==> src/include/sst_params.svh <==
`ifndef SST_PARAMS_SVH
`define SST_PARAMS_SVH

// register byte offsets on the apb window
`define SST_ADDR_CTRL     12'h000
`define SST_ADDR_STATE    12'h004
`define SST_ADDR_COUNT    12'h008
`define SST_ADDR_OUTDIR   12'h00c
`define SST_ADDR_OUTPUT   12'h010
// per-event pair: state enable mask at +0, event control at +4
`define SST_BASE_EVMASK   12'h100
`define SST_BASE_EVENT_CONTROL   12'h104
`define SST_EV_STRIDE     8
// capture select and capture value banks
`define SST_BASE_CAPSEL   12'h200
`define SST_BASE_CAPVAL   12'h280
`define SST_CAP_STRIDE    4
// per-output pair: set mask at +0, clear mask at +4
`define SST_BASE_OUTSET   12'h300
`define SST_BASE_OUTCLR   12'h304
`define SST_OUT_STRIDE    8

// control register: low half at bit 0, high half at this bit
`define SST_CTRL_HI_LSB   16
`define SST_CFG_W         12
`define SST_PRE_W         8
// capture select: counter choice bit
`define SST_CAPSEL_HIGH   16
// output direction codes
`define SST_DIR_NONE      2'h0
`define SST_DIR_LOW       2'h1
`define SST_DIR_HIGH      2'h2

// reset values: counters frozen, state zero
`define SST_CFG_RESET     12'h002
`define SST_STATE_RESET   5'h00

`endif

==> src/include/sst_pkg.sv <==
`include "sst_params.svh"
package sst_pkg;

  // one counter half of the control register, bit 0 first from the right
  typedef struct packed {
    logic [`SST_PRE_W-1:0] prescale;  // divide by prescale+1
    logic                  updown;    // low or high counter up/down mode
    logic                  clear;     // self-clearing counter reset
    logic                  freeze;    // hard stop, software only
    logic                  pause;     // soft stop, events may release
  } sst_ctr_cfg_t;

  // event control word
  typedef struct packed {
    logic [3:0] in_sel;        // input that triggers the event
    logic       stop;          // event pauses its counter
    logic       start;         // event releases its counter's pause
    logic       high;          // event belongs to the high counter
    logic       state_load_select;  // 1 replaces the state, 0 adds
    logic [4:0] next_state_value;
  } sst_event_control_t;

endpackage : sst_pkg

==> src/rtl/sst_counter.sv <==
`timescale 1ns/10ps
`include "sst_params.svh"
////////////////////////////////////////////////////////////////////////////////
// one counter half: prescaler, pause, freeze and up/down turnaround
module sst_counter #(
  parameter int CW = 16                        // counter width
) (
  // clock and reset
  input  wire logic                  pclk,
  input  wire logic                  presetn,
  // configuration taken from the control register
  input  wire sst_pkg::sst_ctr_cfg_t cfg,
  // counter state
  output logic [CW-1:0]              count,
  output logic                       down
);

  logic [`SST_PRE_W-1:0] pre;                  // prescale divider
  logic [`SST_PRE_W-1:0] next_pre;
  logic [CW-1:0]         next_count;
  logic                  next_down;
  logic                  run;                  // neither paused nor frozen
  logic                  tick;                 // one-cycle prescaled enable

  // refuse widths the count register cannot show
  if (CW < 2 || CW > 16) begin : g_bad_cw
    $error("sst_counter: CW must lie in 2..16");
  end

  //////////////////////////////////////////////////////////////////////////////
  // next count: clear first, then advance on the prescaled tick
  always_comb begin
    next_pre   = pre;
    next_count = count;
    next_down  = down;
    run        = !cfg.freeze && !cfg.pause;
    tick       = (pre == cfg.prescale);
    if (cfg.clear) begin
      // software clear resets everything
      next_pre   = '0;
      next_count = '0;
      next_down  = 1'b0;
    end else if (run) begin
      if (!tick) begin
        next_pre = pre + `SST_PRE_W'(1);
      end else begin
        next_pre = '0;
        if (!cfg.updown) begin
          // unidirectional: wrap at the top
          next_count = count + CW'(1);
        end else if (!down) begin
          // bidirectional: turn round at the top
          if (count == '1) begin
            next_down  = 1'b1;
            next_count = count - CW'(1);
          end else begin
            next_count = count + CW'(1);
          end
        end else if (count == '0) begin
          // bidirectional: turn round at zero
          next_down  = 1'b0;
          next_count = count + CW'(1);
        end else begin
          next_count = count - CW'(1);
        end
      end
    end
  end

  // register the counter
  always_ff @(posedge pclk or negedge presetn) begin
    if (!presetn) begin
      pre   <= '0;
      count <= '0;
      down  <= 1'b0;
    end else begin
      pre   <= next_pre;
      count <= next_count;
      down  <= next_down;
    end
  end

endmodule : sst_counter

==> src/rtl/sst_timer.sv <==
`timescale 1ns/10ps
`include "sst_params.svh"
////////////////////////////////////////////////////////////////////////////////
// Functional notes
// - events occur only in their enabled states
// - highest occurring event adds or loads state
// - zero value and add mode keep state
// - captures latch counter on any assigned event
// - direction control swaps output set and clear
// - state starts zero, software may write it
// - counter runs only while pause bit clear
// - per-counter up/down mode in control register
// - prescaler divides counter clock from control
// - reset leaves both counters frozen, no events
// - software stops counters via pause or freeze
// - start event or software clears the pause
module sst_timer #(
  parameter int N_EV  = 16,                    // number of events
  parameter int N_CAP = 8,                     // number of capture registers
  parameter int N_OUT = 8,                     // number of outputs
  parameter int N_IN  = 8,                     // number of event inputs
  parameter int CW    = 16                     // width of each counter half
) (
  // clock and reset
  input  wire logic             pclk,
  input  wire logic             presetn,
  // apb slave
  input  wire logic             psel,
  input  wire logic             penable,
  input  wire logic             pwrite,
  input  wire logic [11:0]      paddr,
  input  wire logic [31:0]      pwdata,
  output logic      [31:0]      prdata,
  output logic                  pready,
  output logic                  pslverr,
  // event inputs and outputs
  input  wire logic [N_IN-1:0]  ev_in,
  output logic      [N_OUT-1:0] out_o
);

  // refuse sizes the register map cannot serve
  if (N_EV < 1 || N_EV > 16 || N_CAP < 1 || N_CAP > 32 || N_OUT < 1 || N_OUT > 16 ||
      N_IN < 1 || N_IN > 16) begin : g_bad_size
    $error("sst_timer: parameter out of range");
  end

  sst_pkg::sst_ctr_cfg_t        cfg [2];       // 0 low counter, 1 high counter
  sst_pkg::sst_ctr_cfg_t        next_cfg [2];
  logic [4:0]                   state;         // current timer state
  logic [4:0]                   next_state;
  logic [31:0]                  ev_mask [N_EV];       // event_state_enable_mask
  logic [31:0]                  next_ev_mask [N_EV];
  sst_pkg::sst_event_control_t  ev_ctrl [N_EV];       // event_control
  sst_pkg::sst_event_control_t  next_ev_ctrl [N_EV];
  logic [16:0]                  cap_sel [N_CAP];      // event mask and counter choice
  logic [16:0]                  next_cap_sel [N_CAP];
  logic [CW-1:0]                cap_val [N_CAP];      // captured counts
  logic [CW-1:0]                next_cap_val [N_CAP];
  logic [N_EV-1:0]              out_set [N_OUT];      // events that set an output
  logic [N_EV-1:0]              next_out_set [N_OUT];
  logic [N_EV-1:0]              out_clr [N_OUT];      // events that clear an output
  logic [N_EV-1:0]              next_out_clr [N_OUT];
  logic [2*N_OUT-1:0]           out_dir;              // output_direction_control
  logic [2*N_OUT-1:0]           next_out_dir;
  logic [N_OUT-1:0]             next_out;
  logic [31:0]                  next_prdata;
  logic                         next_pready;
  logic                         next_pslverr;
  logic                         wr_en;         // write takes effect this edge
  logic [CW-1:0]                cnt [2];       // counter values
  logic [1:0]                   down;          // counting down flags
  logic [15:0]                  in_pad;        // inputs padded to 16
  logic [N_EV-1:0]              ev_act;        // events occurring this cycle
  logic                         win_found;     // some event occurs
  logic [3:0]                   win;           // highest occurring event

  // byte address of entry idx in a bank
  function automatic logic [11:0] reg_at(input logic [11:0] base, input int idx,
                                         input int stride);
    reg_at = base + 12'(idx * stride);
  endfunction : reg_at

  //////////////////////////////////////////////////////////////////////////////
  // the two counter halves
  for (genvar c = 0; c < 2; c++) begin : g_ctr
    sst_counter #(
      .CW (CW)
    ) u_ctr (
      .pclk    (pclk),
      .presetn (presetn),
      .cfg     (cfg[c]),
      .count   (cnt[c]),
      .down    (down[c])
    );
  end

  //////////////////////////////////////////////////////////////////////////////
  // event qualification and priority
  always_comb begin
    in_pad    = 16'(ev_in);
    ev_act    = '0;
    win_found = 1'b0;
    win       = 4'h0;
    for (int e = 0; e < N_EV; e++) begin
      // enabled in this state, counter not frozen, input high
      ev_act[e] = ev_mask[e][state] && !cfg[ev_ctrl[e].high].freeze
                  && in_pad[ev_ctrl[e].in_sel];
      if (ev_act[e]) begin
        win_found = 1'b1;
        win       = 4'(e);
      end
    end
  end

  //////////////////////////////////////////////////////////////////////////////
  // apb write strobe: only at the edge that sees pready
  assign wr_en = psel && penable && pready && pwrite;

  // next configuration, state and event tables
  always_comb begin
    next_cfg     = cfg;
    next_state   = state;
    next_ev_mask = ev_mask;
    next_ev_ctrl = ev_ctrl;
    next_cap_sel = cap_sel;
    next_out_set = out_set;
    next_out_clr = out_clr;
    next_out_dir = out_dir;
    next_cfg[0].clear = 1'b0;                  // clear is a one-cycle pulse
    next_cfg[1].clear = 1'b0;
    if (wr_en) begin
      if (paddr == `SST_ADDR_CTRL) begin
        // pause, freeze, mode and prescale per half
        next_cfg[0] = sst_pkg::sst_ctr_cfg_t'(pwdata[`SST_CFG_W-1:0]);
        next_cfg[1] = sst_pkg::sst_ctr_cfg_t'(pwdata[`SST_CTRL_HI_LSB +: `SST_CFG_W]);
      end
      if (paddr == `SST_ADDR_STATE) next_state = pwdata[4:0];
      if (paddr == `SST_ADDR_OUTDIR) next_out_dir = pwdata[2*N_OUT-1:0];
      for (int e = 0; e < N_EV; e++) begin
        if (paddr == reg_at(`SST_BASE_EVMASK, e, `SST_EV_STRIDE)) next_ev_mask[e] = pwdata;
        if (paddr == reg_at(`SST_BASE_EVENT_CONTROL, e, `SST_EV_STRIDE))
          next_ev_ctrl[e] = sst_pkg::sst_event_control_t'(pwdata[12:0]);
      end
      for (int n = 0; n < N_CAP; n++) begin
        if (paddr == reg_at(`SST_BASE_CAPSEL, n, `SST_CAP_STRIDE)) next_cap_sel[n] = pwdata[16:0];
      end
      for (int o = 0; o < N_OUT; o++) begin
        if (paddr == reg_at(`SST_BASE_OUTSET, o, `SST_OUT_STRIDE))
          next_out_set[o] = pwdata[N_EV-1:0];
        if (paddr == reg_at(`SST_BASE_OUTCLR, o, `SST_OUT_STRIDE))
          next_out_clr[o] = pwdata[N_EV-1:0];
      end
    end
    // events act on pause after software, so a hardware change wins
    for (int e = 0; e < N_EV; e++) begin
      if (ev_act[e] && ev_ctrl[e].start) next_cfg[ev_ctrl[e].high].pause = 1'b0;
      if (ev_act[e] && ev_ctrl[e].stop)  next_cfg[ev_ctrl[e].high].pause = 1'b1;
    end
    // the highest occurring event steers the state
    if (win_found) begin
      if (ev_ctrl[win].next_state_value == 5'h00 && !ev_ctrl[win].state_load_select) begin
        next_state = state;
      end else if (ev_ctrl[win].state_load_select) begin
        next_state = ev_ctrl[win].next_state_value;
      end else begin
        next_state = state + ev_ctrl[win].next_state_value;
      end
    end
  end

  // register configuration, state and tables
  always_ff @(posedge pclk or negedge presetn) begin
    if (!presetn) begin
      cfg[0]  <= sst_pkg::sst_ctr_cfg_t'(`SST_CFG_RESET);
      cfg[1]  <= sst_pkg::sst_ctr_cfg_t'(`SST_CFG_RESET);
      state   <= `SST_STATE_RESET;
      out_dir <= '0;
      for (int e = 0; e < N_EV; e++) begin
        ev_mask[e] <= '0;
        ev_ctrl[e] <= '0;
      end
      for (int n = 0; n < N_CAP; n++) cap_sel[n] <= '0;
      for (int o = 0; o < N_OUT; o++) begin
        out_set[o] <= '0;
        out_clr[o] <= '0;
      end
    end else begin
      cfg     <= next_cfg;
      state   <= next_state;
      ev_mask <= next_ev_mask;
      ev_ctrl <= next_ev_ctrl;
      cap_sel <= next_cap_sel;
      out_set <= next_out_set;
      out_clr <= next_out_clr;
      out_dir <= next_out_dir;
    end
  end

  //////////////////////////////////////////////////////////////////////////////
  // captures and outputs
  always_comb begin
    next_cap_val = cap_val;
    next_out     = out_o;
    for (int n = 0; n < N_CAP; n++) begin
      // any assigned event latches the chosen counter
      if (|(ev_act & cap_sel[n][N_EV-1:0]))
        next_cap_val[n] = cnt[cap_sel[n][`SST_CAPSEL_HIGH]];
    end
    for (int o = 0; o < N_OUT; o++) begin
      logic set_o;
      logic clr_o;
      logic swap;
      set_o = |(ev_act & out_set[o]);
      clr_o = |(ev_act & out_clr[o]);
      // while the chosen bidirectional counter runs down, set and clear trade places;
      // a down flag left over from an earlier bidirectional run must not swap
      swap  = (out_dir[2*o +: 2] == `SST_DIR_LOW && cfg[0].updown && down[0]) ||
              (out_dir[2*o +: 2] == `SST_DIR_HIGH && cfg[1].updown && down[1]);
      if (swap ? clr_o : set_o) next_out[o] = 1'b1;
      else if (swap ? set_o : clr_o) next_out[o] = 1'b0;
    end
  end

  // register captures and outputs
  always_ff @(posedge pclk or negedge presetn) begin
    if (!presetn) begin
      for (int n = 0; n < N_CAP; n++) cap_val[n] <= '0;
      out_o <= '0;
    end else begin
      cap_val <= next_cap_val;
      out_o   <= next_out;
    end
  end

  //////////////////////////////////////////////////////////////////////////////
  // apb read data and answer, one wait state
  always_comb begin
    next_pready  = psel && penable && !pready;
    next_prdata  = prdata;
    next_pslverr = 1'b0;
    if (next_pready) begin
      logic        hit;
      logic [31:0] rd;
      hit = 1'b1;
      rd  = '0;
      case (paddr)
        `SST_ADDR_CTRL: begin
          rd[`SST_CFG_W-1:0] = cfg[0];
          rd[`SST_CTRL_HI_LSB +: `SST_CFG_W] = cfg[1];
        end
        `SST_ADDR_STATE:  rd[4:0] = state;
        `SST_ADDR_COUNT:  rd = {16'(cnt[1]), 16'(cnt[0])};
        `SST_ADDR_OUTDIR: rd[2*N_OUT-1:0] = out_dir;
        `SST_ADDR_OUTPUT: rd[N_OUT-1:0] = out_o;
        default: begin
          hit = 1'b0;
          for (int e = 0; e < N_EV; e++) begin
            if (paddr == reg_at(`SST_BASE_EVMASK, e, `SST_EV_STRIDE)) begin
              hit = 1'b1;
              rd  = ev_mask[e];
            end
            if (paddr == reg_at(`SST_BASE_EVENT_CONTROL, e, `SST_EV_STRIDE)) begin
              hit = 1'b1;
              rd  = 32'(ev_ctrl[e]);
            end
          end
          for (int n = 0; n < N_CAP; n++) begin
            if (paddr == reg_at(`SST_BASE_CAPSEL, n, `SST_CAP_STRIDE)) begin
              hit = 1'b1;
              rd  = 32'(cap_sel[n]);
            end
            if (paddr == reg_at(`SST_BASE_CAPVAL, n, `SST_CAP_STRIDE)) begin
              hit = 1'b1;
              rd  = 32'(cap_val[n]);
            end
          end
          for (int o = 0; o < N_OUT; o++) begin
            if (paddr == reg_at(`SST_BASE_OUTSET, o, `SST_OUT_STRIDE)) begin
              hit = 1'b1;
              rd  = 32'(out_set[o]);
            end
            if (paddr == reg_at(`SST_BASE_OUTCLR, o, `SST_OUT_STRIDE)) begin
              hit = 1'b1;
              rd  = 32'(out_clr[o]);
            end
          end
        end
      endcase
      next_prdata  = pwrite ? 32'h0000_0000 : rd;
      next_pslverr = !hit;                     // unmapped address
    end
  end

  // register the apb answer
  always_ff @(posedge pclk or negedge presetn) begin
    if (!presetn) begin
      prdata  <= '0;
      pready  <= 1'b0;
      pslverr <= 1'b0;
    end else begin
      prdata  <= next_prdata;
      pready  <= next_pready;
      pslverr <= next_pslverr;
    end
  end
endmodule : sst_timer

==> config.mk <==
export PLATFORM = sky130hd
export DESIGN_NAME = sst_timer
export DESIGN_NICKNAME = d
export VERILOG_FILES = /design/src/include/sst_pkg.sv /design/src/rtl/sst_counter.sv /design/src/rtl/sst_timer.sv
export VERILOG_INCLUDE_DIRS = /design/src /design/src/include
export SDC_FILE = /design/constraint.sdc
export NUM_CORES = 2
export LEC_CHECK = 0
export BUFFER_PORTS_ARGS = -buffer_cell sky130_fd_sc_hd__buf_2
export CAP_MARGIN = 20
export CELL_PAD_IN_SITES_DETAIL_PLACEMENT = 1
export CELL_PAD_IN_SITES_GLOBAL_PLACEMENT = 2
export CORE_MARGIN = 4
export CORE_UTILIZATION = 40
export DETAILED_ROUTE_END_ITERATION = 7
export GPL_TIMING_DRIVEN = 0
export PLACE_DENSITY = 0.72
export SYNTH_ARGS = -nofsm -noshare
export SYNTH_HDL_FRONTEND = slang
export SYNTH_SLANG_ARGS = --single-unit
export TNS_END_PERCENT = 50
==> constraint.sdc <==
create_clock -name pclk -period 8.2 [get_ports pclk]
set_clock_uncertainty 0.15 [all_clocks]
set_input_delay 2.46 -clock pclk [delete_from_list [all_inputs] [get_ports pclk]]
set_output_delay 2.46 -clock pclk [all_outputs]
set_load 0.02 [all_outputs]
# Word-level counts from Yosys, hierarchy flattened
# Cells that the tools add are included.
[word_totals]
ff_bits = 1377
latchBits = 0
ram_bits = 0
rom_bits = 0
output_inout_bits = 42
memories = 0
[op_classes]
add_sub_neg = 7
multipliers = 0
div_mod_pow = 0
order_cmp = 58
n_eq_ne = 89
shifts = 0
n_mux = 477
n_bitwise = 49
reduce_logical = 261
[ops]
columns = ["cell", "n"]
rows = [
  ["32-bit two-way mux", 65],
  ["24-bit two-way mux", 34],
  ["24-bit bitwise mux", 32],
  ["16-bit two-way mux", 38],
  ["16-bit AND", 24],
  ["12-bit by 10-bit == test with 1-bit output (second input constant)", 32],
  ["12-bit by 9-bit == test with 1-bit output (second input constant)", 32],
  ["16-bit OR reduction", 24],
  ["12-bit demux with 1-bit select", 16],
  ["1-bit two-way mux", 178],
  ["1-bit logical AND", 119],
  ["2-bit AND reduction", 59],
  ["2-bit two-way mux", 49],
  ["1-bit binary-select mux with 5-bit select", 16],
  ["4-bit by 5-bit < comparator with 1-bit output (second input constant)", 16],
  ["1-bit binary-select mux with 4-bit select", 16],
  ["13-bit binary-select mux with 4-bit select", 1],
  ["4-bit two-way mux", 13],
  ["2-bit greater-or-equal comparator (second input constant)", 24],
  ["8-bit two-way mux", 6],
  ["1-bit NOT with 2-bit output", 24],
  ["12-bit case mux with 3 select lines", 1],
  ["16-bit by 1-bit adder with 16-bit output (second input constant)", 2],
  ["16-bit == test (second input constant)", 2],
  ["32 further kinds", 118],
]

# Depth between registers and ports, before layout
[logic_depth]
depth_word = 71
ltp_mapped = 27
mapped_depth_nobuf = 20

# By module
# Synthesis repeated with hierarchy kept, for this count alone.
[unflattened]
cells_unflattened = 6677
hier_area_um2 = 74589.0
[by_module_without_submodules]
columns = ["module", "instances", "cells_each", "area_each_um2", "seq_area_each_um2"]
rows = [
  ["sst_timer", 1, 6219, 70807.9, 33209.4],
  ["sst_counter", 2, 229, 1890.6, 625.6],
]

# Worst setup path before layout
# OpenSTA, ideal clock, no wires.
[synth_path]
path_type = "input to register"
startpoint = "input port ev_in[5]"
endpoint = "register state[4]"
setup_time_ns = 0.128
arrival_ns = 6.580
required_ns = 7.922
path_slack_ns = 1.343
path_stages = 21
n_path_buf = 3
cell_sequence = "mux4_2 -> o22ai_1 -> nor4_1 -> and3_1 -> clkbuf_2 -> or4_4 -> a21o_1 -> a21oi_4 -> buf_6 -> buf_6 -> mux2i_1 -> o211a_1 -> ha_1 -> fa_1 -> a21o_1 -> a21oi_1 -> xnor2_1 -> o31ai_1 -> xor2_1 -> o21ai_0 -> mux2_1"
[synth_between]
elab_chain_len = 26
word_cells_on_any_way = 94
[synth_rtl]
columns = ["item", "line_no", "text"]
rows = [
  ["start, declared", "sst_timer.sv:37", "input wire logic [N_IN-1:0] ev_in,"],
  ["1-bit binary-select mux with 4-bit select", "sst_timer.sv:107", "&& in_pad[ev_ctrl[e].in_sel];"],
  ["1-bit two-way mux (not written as such)", "sst_timer.sv:107", ""],
  ["1-bit logical AND", "sst_timer.sv:107", ""],
  ["1-bit two-way mux", "sst_timer.sv:108", "if (ev_act[e]) begin"],
  ["2-bit two-way mux", "sst_timer.sv:108", ""],
  ["4-bit two-way mux (13 in series)", "sst_timer.sv:108", ""],
  ["4-bit NOT with 5-bit output (not written as such)", "n/a", ""],
  ["13-bit binary-select mux with 4-bit select", "n/a", ""],
  ["6-bit two-way mux (not written as such) (2 in series)", "sst_timer.sv:161, sst_timer.sv:164, sst_timer.sv:166", ""],
  ["5-bit adder, or another cell as far along", "sst_timer.sv:166", "next_state = state + ev_ctrl[win].next_state_value;"],
  ["5-bit two-way mux / 1-bit logical AND (equally long branches)", "sst_timer.sv:163, sst_timer.sv:161", ""],
  ["5-bit two-way mux / 2-bit != test (equally long branches)", "n/a", ""],
  ["5-bit two-way mux / 3-bit AND reduction (equally long branches)", "n/a", ""],
  ["end signal, assigned", "sst_timer.sv:176", "state <= `SST_STATE_RESET;"],
  ["end signal, assigned", "sst_timer.sv:189", "state <= next_state;"],
  ["end, declared", "sst_timer.sv:49", "logic [4:0] state;"],
]
# Several ways; a longest one is shown, not always the timed one. The select of a mux whose other input is x is not followed.
# A chain may end at the register's enable or synchronous reset.

# Worst setup path after layout
[layout_path]
startpoint = "input port paddr[4]"
endpoint = "register prdata[15]"
[layout_between]
elab_chain_len = 67
word_cells_on_any_way = 136
[layout_rtl]
columns = ["item", "line_no", "text"]
rows = [
  ["start, declared", "sst_timer.sv:31", "input wire logic [11:0] paddr,"],
  ["12-bit by 9-bit == test with 1-bit output", "sst_timer.sv:258", "if (paddr == reg_at(`SST_BASE_EVMASK, e, `SST_EV_STRIDE)) begin"],
  ["32-bit two-way mux", "sst_timer.sv:258", ""],
  ["32-bit two-way mux", "sst_timer.sv:262", "if (paddr == reg_at(`SST_BASE_EVENT_CONTROL, e, `SST_EV_STRIDE)) begin"],
  ["32-bit two-way mux", "sst_timer.sv:258", ""],
  ["32-bit two-way mux", "sst_timer.sv:262", ""],
  ["32-bit two-way mux", "sst_timer.sv:258", ""],
  ["32-bit two-way mux", "sst_timer.sv:262", ""],
  ["32-bit two-way mux", "sst_timer.sv:258", ""],
  ["(+51 left out)", "n/a", ""],
  ["32-bit two-way mux", "sst_timer.sv:278", "if (paddr == reg_at(`SST_BASE_OUTSET, o, `SST_OUT_STRIDE)) begin"],
  ["32-bit two-way mux", "sst_timer.sv:282", "if (paddr == reg_at(`SST_BASE_OUTCLR, o, `SST_OUT_STRIDE)) begin"],
  ["32-bit two-way mux", "sst_timer.sv:278", ""],
  ["32-bit two-way mux", "sst_timer.sv:282", ""],
  ["32-bit two-way mux", "sst_timer.sv:278", ""],
  ["32-bit two-way mux", "sst_timer.sv:282", ""],
  ["4-bit case mux with 3 select lines (*)", "sst_timer.sv:246", "case (paddr)"],
  ["32-bit two-way mux (*)", "sst_timer.sv:289", "next_prdata = pwrite ? 32'h0000_0000 : rd;"],
  ["end signal, assigned", "sst_timer.sv:301", "prdata <= next_prdata;"],
  ["end, declared", "sst_timer.sv:33", "output logic [31:0] prdata,"],
]
# Every way passes the cells marked *; elsewhere a longest branch is shown, timed or not.

==> flow_metrics.tcl <==
set metrics [dict create \
    outcome "finished with violations" \
    violations "DRC, setup timing" \
    ys_warn_count 0 \
    worstPathRequired_ns 8.79 \
    die_w_um 439 \
    io_buffers 83 \
    place_ws_ns -1.86 \
    synth_area_um2 74200 \
    multiInputGateArea_um2 37400 \
    grt_usage_pct 49.2 \
    grt_max_degree 155 \
    area_growth_pct 15.9 \
    syn_inst 6638 \
    p_leak_nw 38.7 \
    clk_latency_ns 0.87 \
    fmax_mhz 114 \
    cp.arrival_ns 9.36 \
    final_cell_mix "dfrtp_1 (1375), mux2_2 (1140), nand2_1 (478)" \
    ios 99 \
    hold_viol_final 0 \
    fp.coreArea_um2 184000 \
    finalSetupViolations 18 \
    critPathMaxStageDelay_ns 0.74 \
    clock_path_buffers 3 \
    nNetsFinal 7095 \
    power.density_nw_per_um2 253 \
    hpwl_um 375000 \
    die_h_um 439 \
    crit_slowest_cell "nor4b_2" \
    cts_made_buffers 163 \
    rsz0062_at_grt "yes" \
    critical_path_class "in -> reg" \
    slew_headroom_pct 6.08 \
    drc 6 \
    crit_fanout 10 \
    synth_top_cell_by_area "dfrtp_1" \
    syn_nets 6707 \
    crit_chain "buf_2 > clkbuf_1 > nor4b_2 > buf_4 > clkbuf_1 > buf_8 > clkbuf_2 > nand2_1 > nand2_1 > nand2_1 > o221ai_1 > a21oi_1 > o21ai_1 > a21oi_1 > o21ai_0 > a31oi_1 > a211o_1" \
    drive_gt1_share_pct 27.2 \
    placed_area_um2 79900 \
    r2r_end "out_o[5]" \
    num_vias 71467 \
    via_per_inst 7.39 \
    worst_slew_pin_slew_ns 1.39 \
    cts.sinks 1377 \
    cts_tree "built" \
    fp-row-count 157 \
    grt_pass1_wl_um 638000 \
    yosys-top-cells-area "dfrtp_1 (46%), mux2_2 (17%), mux4_2 (4.2%)" \
    ys_async_sr_fraction_pct 100 \
    htree_levels 4 \
    vdd_drop_max_uv 226 \
    n_fill_cell 19698 \
    period_needed_ns 8.76 \
    mostFrequentLayoutCell "dfrtp_1" \
    synth_top_area_share_pct 46.4 \
    die_area_um2 192000 \
    synth.avg_cell_area_um2 11.2 \
    hp-class "reg -> reg" \
    setup_slack_ns -0.563 \
    gr-total-overflow 0 \
    tns_ns -4.03 \
    r2r_slack_ns -0.31 \
    synth_edf_count 0 \
    endpoint_kind "register" \
    synth.distinct_cells 95 \
    post-route-period-util_pct 107 \
    min_to "prdata[25]" \
    drt-pass1-iter-count 8 \
    final_core_util_pct 46.8 \
    hold_slack_ns 0.333 \
    seqCellArea_um2 34500 \
    r2r_start "state[1]" \
    startpoint_type "primary input" \
    seq_area_frac_synth_pct 46.4 \
    ant_nets 0 \
    start_util_pct 40.4 \
    antenna_found_initial 70 \
    ys_ff_latch 1377 \
    crit_path_frequent_cell "nand2_1" \
    cts_setup_buffers 0 \
    wl_per_cell_um 50.2 \
    final_cell_area_um2 86000 \
    reg2reg_depth 18 \
    first_global_vias 68171 \
    hold_depth 2 \
    wl_um 486000 \
    hp-start "prdata[25]" \
    crit_start "paddr[4]" \
    path_clk_slew_ns 0.06 \
    drt-initial-drc-count 12395 \
    synth_ff_type "dfrtp_1" \
    drv_cap 0 \
    clock-root-buffer "clkbuf_16" \
    gp_congestion 1.07 \
    slew_violations 0 \
]
==> per-layer routing <==
layer	vias up	wire length, um	track usage [%]
li1	26195	-	-
met1	37685	187000	63.8
met2	5959	190000	65.4
met3	1582	69300	22.6
met4	46	38600	31.4
met5	-	573	0.932
==> repair_timing <==
action                     4_1_cts  5_1_grt
hold buffers                     0        0
setup endpoints to repair       20       13
resized for setup               28       47
==> cells in the mapped netlist (12+ instances only) <==
cell	instances
nor2_1	488
o211ai_1	27
buf_1	97
nand3_1	115
nor2b_1	24
and3_1	42
a2111oi_0	23
nor3_1	50
mux2i_1	239
a21boi_0	16
a211oi_1	44
a22o_1	71
dfrtp_1	1375
nor4_1	30
o2111ai_1	20
a221oi_1	177
xnor2_1	32
or4_1	12
a21oi_1	365
buf_2	22
a222oi_1	76
a31oi_1	33
and2_1	17
clkbuf_1	439
a22oi_1	188
o31ai_1	35
or3_1	25
nand4_1	65
inv_1	23
mux2_2	1140
nand2_1	478
xor2_1	12
o21ai_0	215
nand2b_1	23
o22ai_1	118
o221ai_1	63
a221o_1	31
mux4_2	140
==> cell families (layout without fill, tap and decap cells) <==
| group | Yosys count | in the layout | share of synthesized area [%] |
|---|---|---|---|
| AND/OR/NAND/NOR | 1449 | 1449 | 8.97 |
| other | 0 | 53 | 0 |
| AO/OA/AOI/OAI | 1617 | 1617 | 15.3 |
| flip-flops | 1377 | 1377 | 46.4 |
| buffers and inverters | 607 | 1123 | 3.40 |
| multiplexers | 1532 | 1532 | 25.1 |
| XOR/XNOR | 44 | 44 | 0.519 |
| adder cells (fa/ha/maj) | 12 | 12 | 0.212 |
==> critical path: cells and delay by family <==
| family | cells | cell delay [ns] |
|---|---|---|
| buffers and inverters | 6 | 2.22 |
| AND/OR/NAND/NOR | 4 | 1.82 |
| AO/OA/AOI/OAI | 7 | 2.78 |
==> stage by stage <==
| stage | power, mW | std cells |
|---|---|---|
| after detailed placement | 13.4 | 9309 |
| final | 21.7 | 9671 |
| after global placement | 13.2 | 9185 |
| after floorplan | 10.2 | 6638 |
| after CTS | 21.3 | 9602 |
| after global routing | 22.0 | 9639 |
==> sequential cells by signal, summed over array words and instances, names as in the netlist, named ones only <==
signal	cells
cap_sel	136
cap_val	128
cfg	4
ev_ctrl	208
ev_mask	512
g_ctr.u_ctr.count	32
g_ctr.u_ctr.down	2
g_ctr.u_ctr.pre	16
out_clr	128
out_dir	16
out_o	8
out_set	128
prdata	32
pready	1
pslverr	1
state	5
==> how the worst max path moves through the flow <==
stage                                     endpoint  slack (ns)  cells past startpoint
after floorplan                           state[4]        1.34                     21
after global placement    g_ctr[0].u_ctr.count[10]      -27.54                      1
after detailed placement                 prdata[8]       -1.86                     19
after CTS                                prdata[9]       -0.01                     14
after global routing                     prdata[9]       -0.07                     15
final                                   prdata[15]       -0.56                     17
==> report_power, final <==
part / internal, mW / switching [mW]
Combinational: 1.85 / 4.90
Clock: 4.58 / 3.36
Sequential: 6.89 / 0.163
==> cell type report <==
class,count,area share [%]
plain buffers,583,2.94
clock buffers,232,5.51
diodes,53,0.154
well taps,2464,3.58
multi-input cells,4654,43.5
clock inverters,61,1.08
repair buffers,224,3.06
flip-flops and latches,1377,40.1
inverters,23,0.100
No activity file was read; power rests on OpenSTA's default activity.
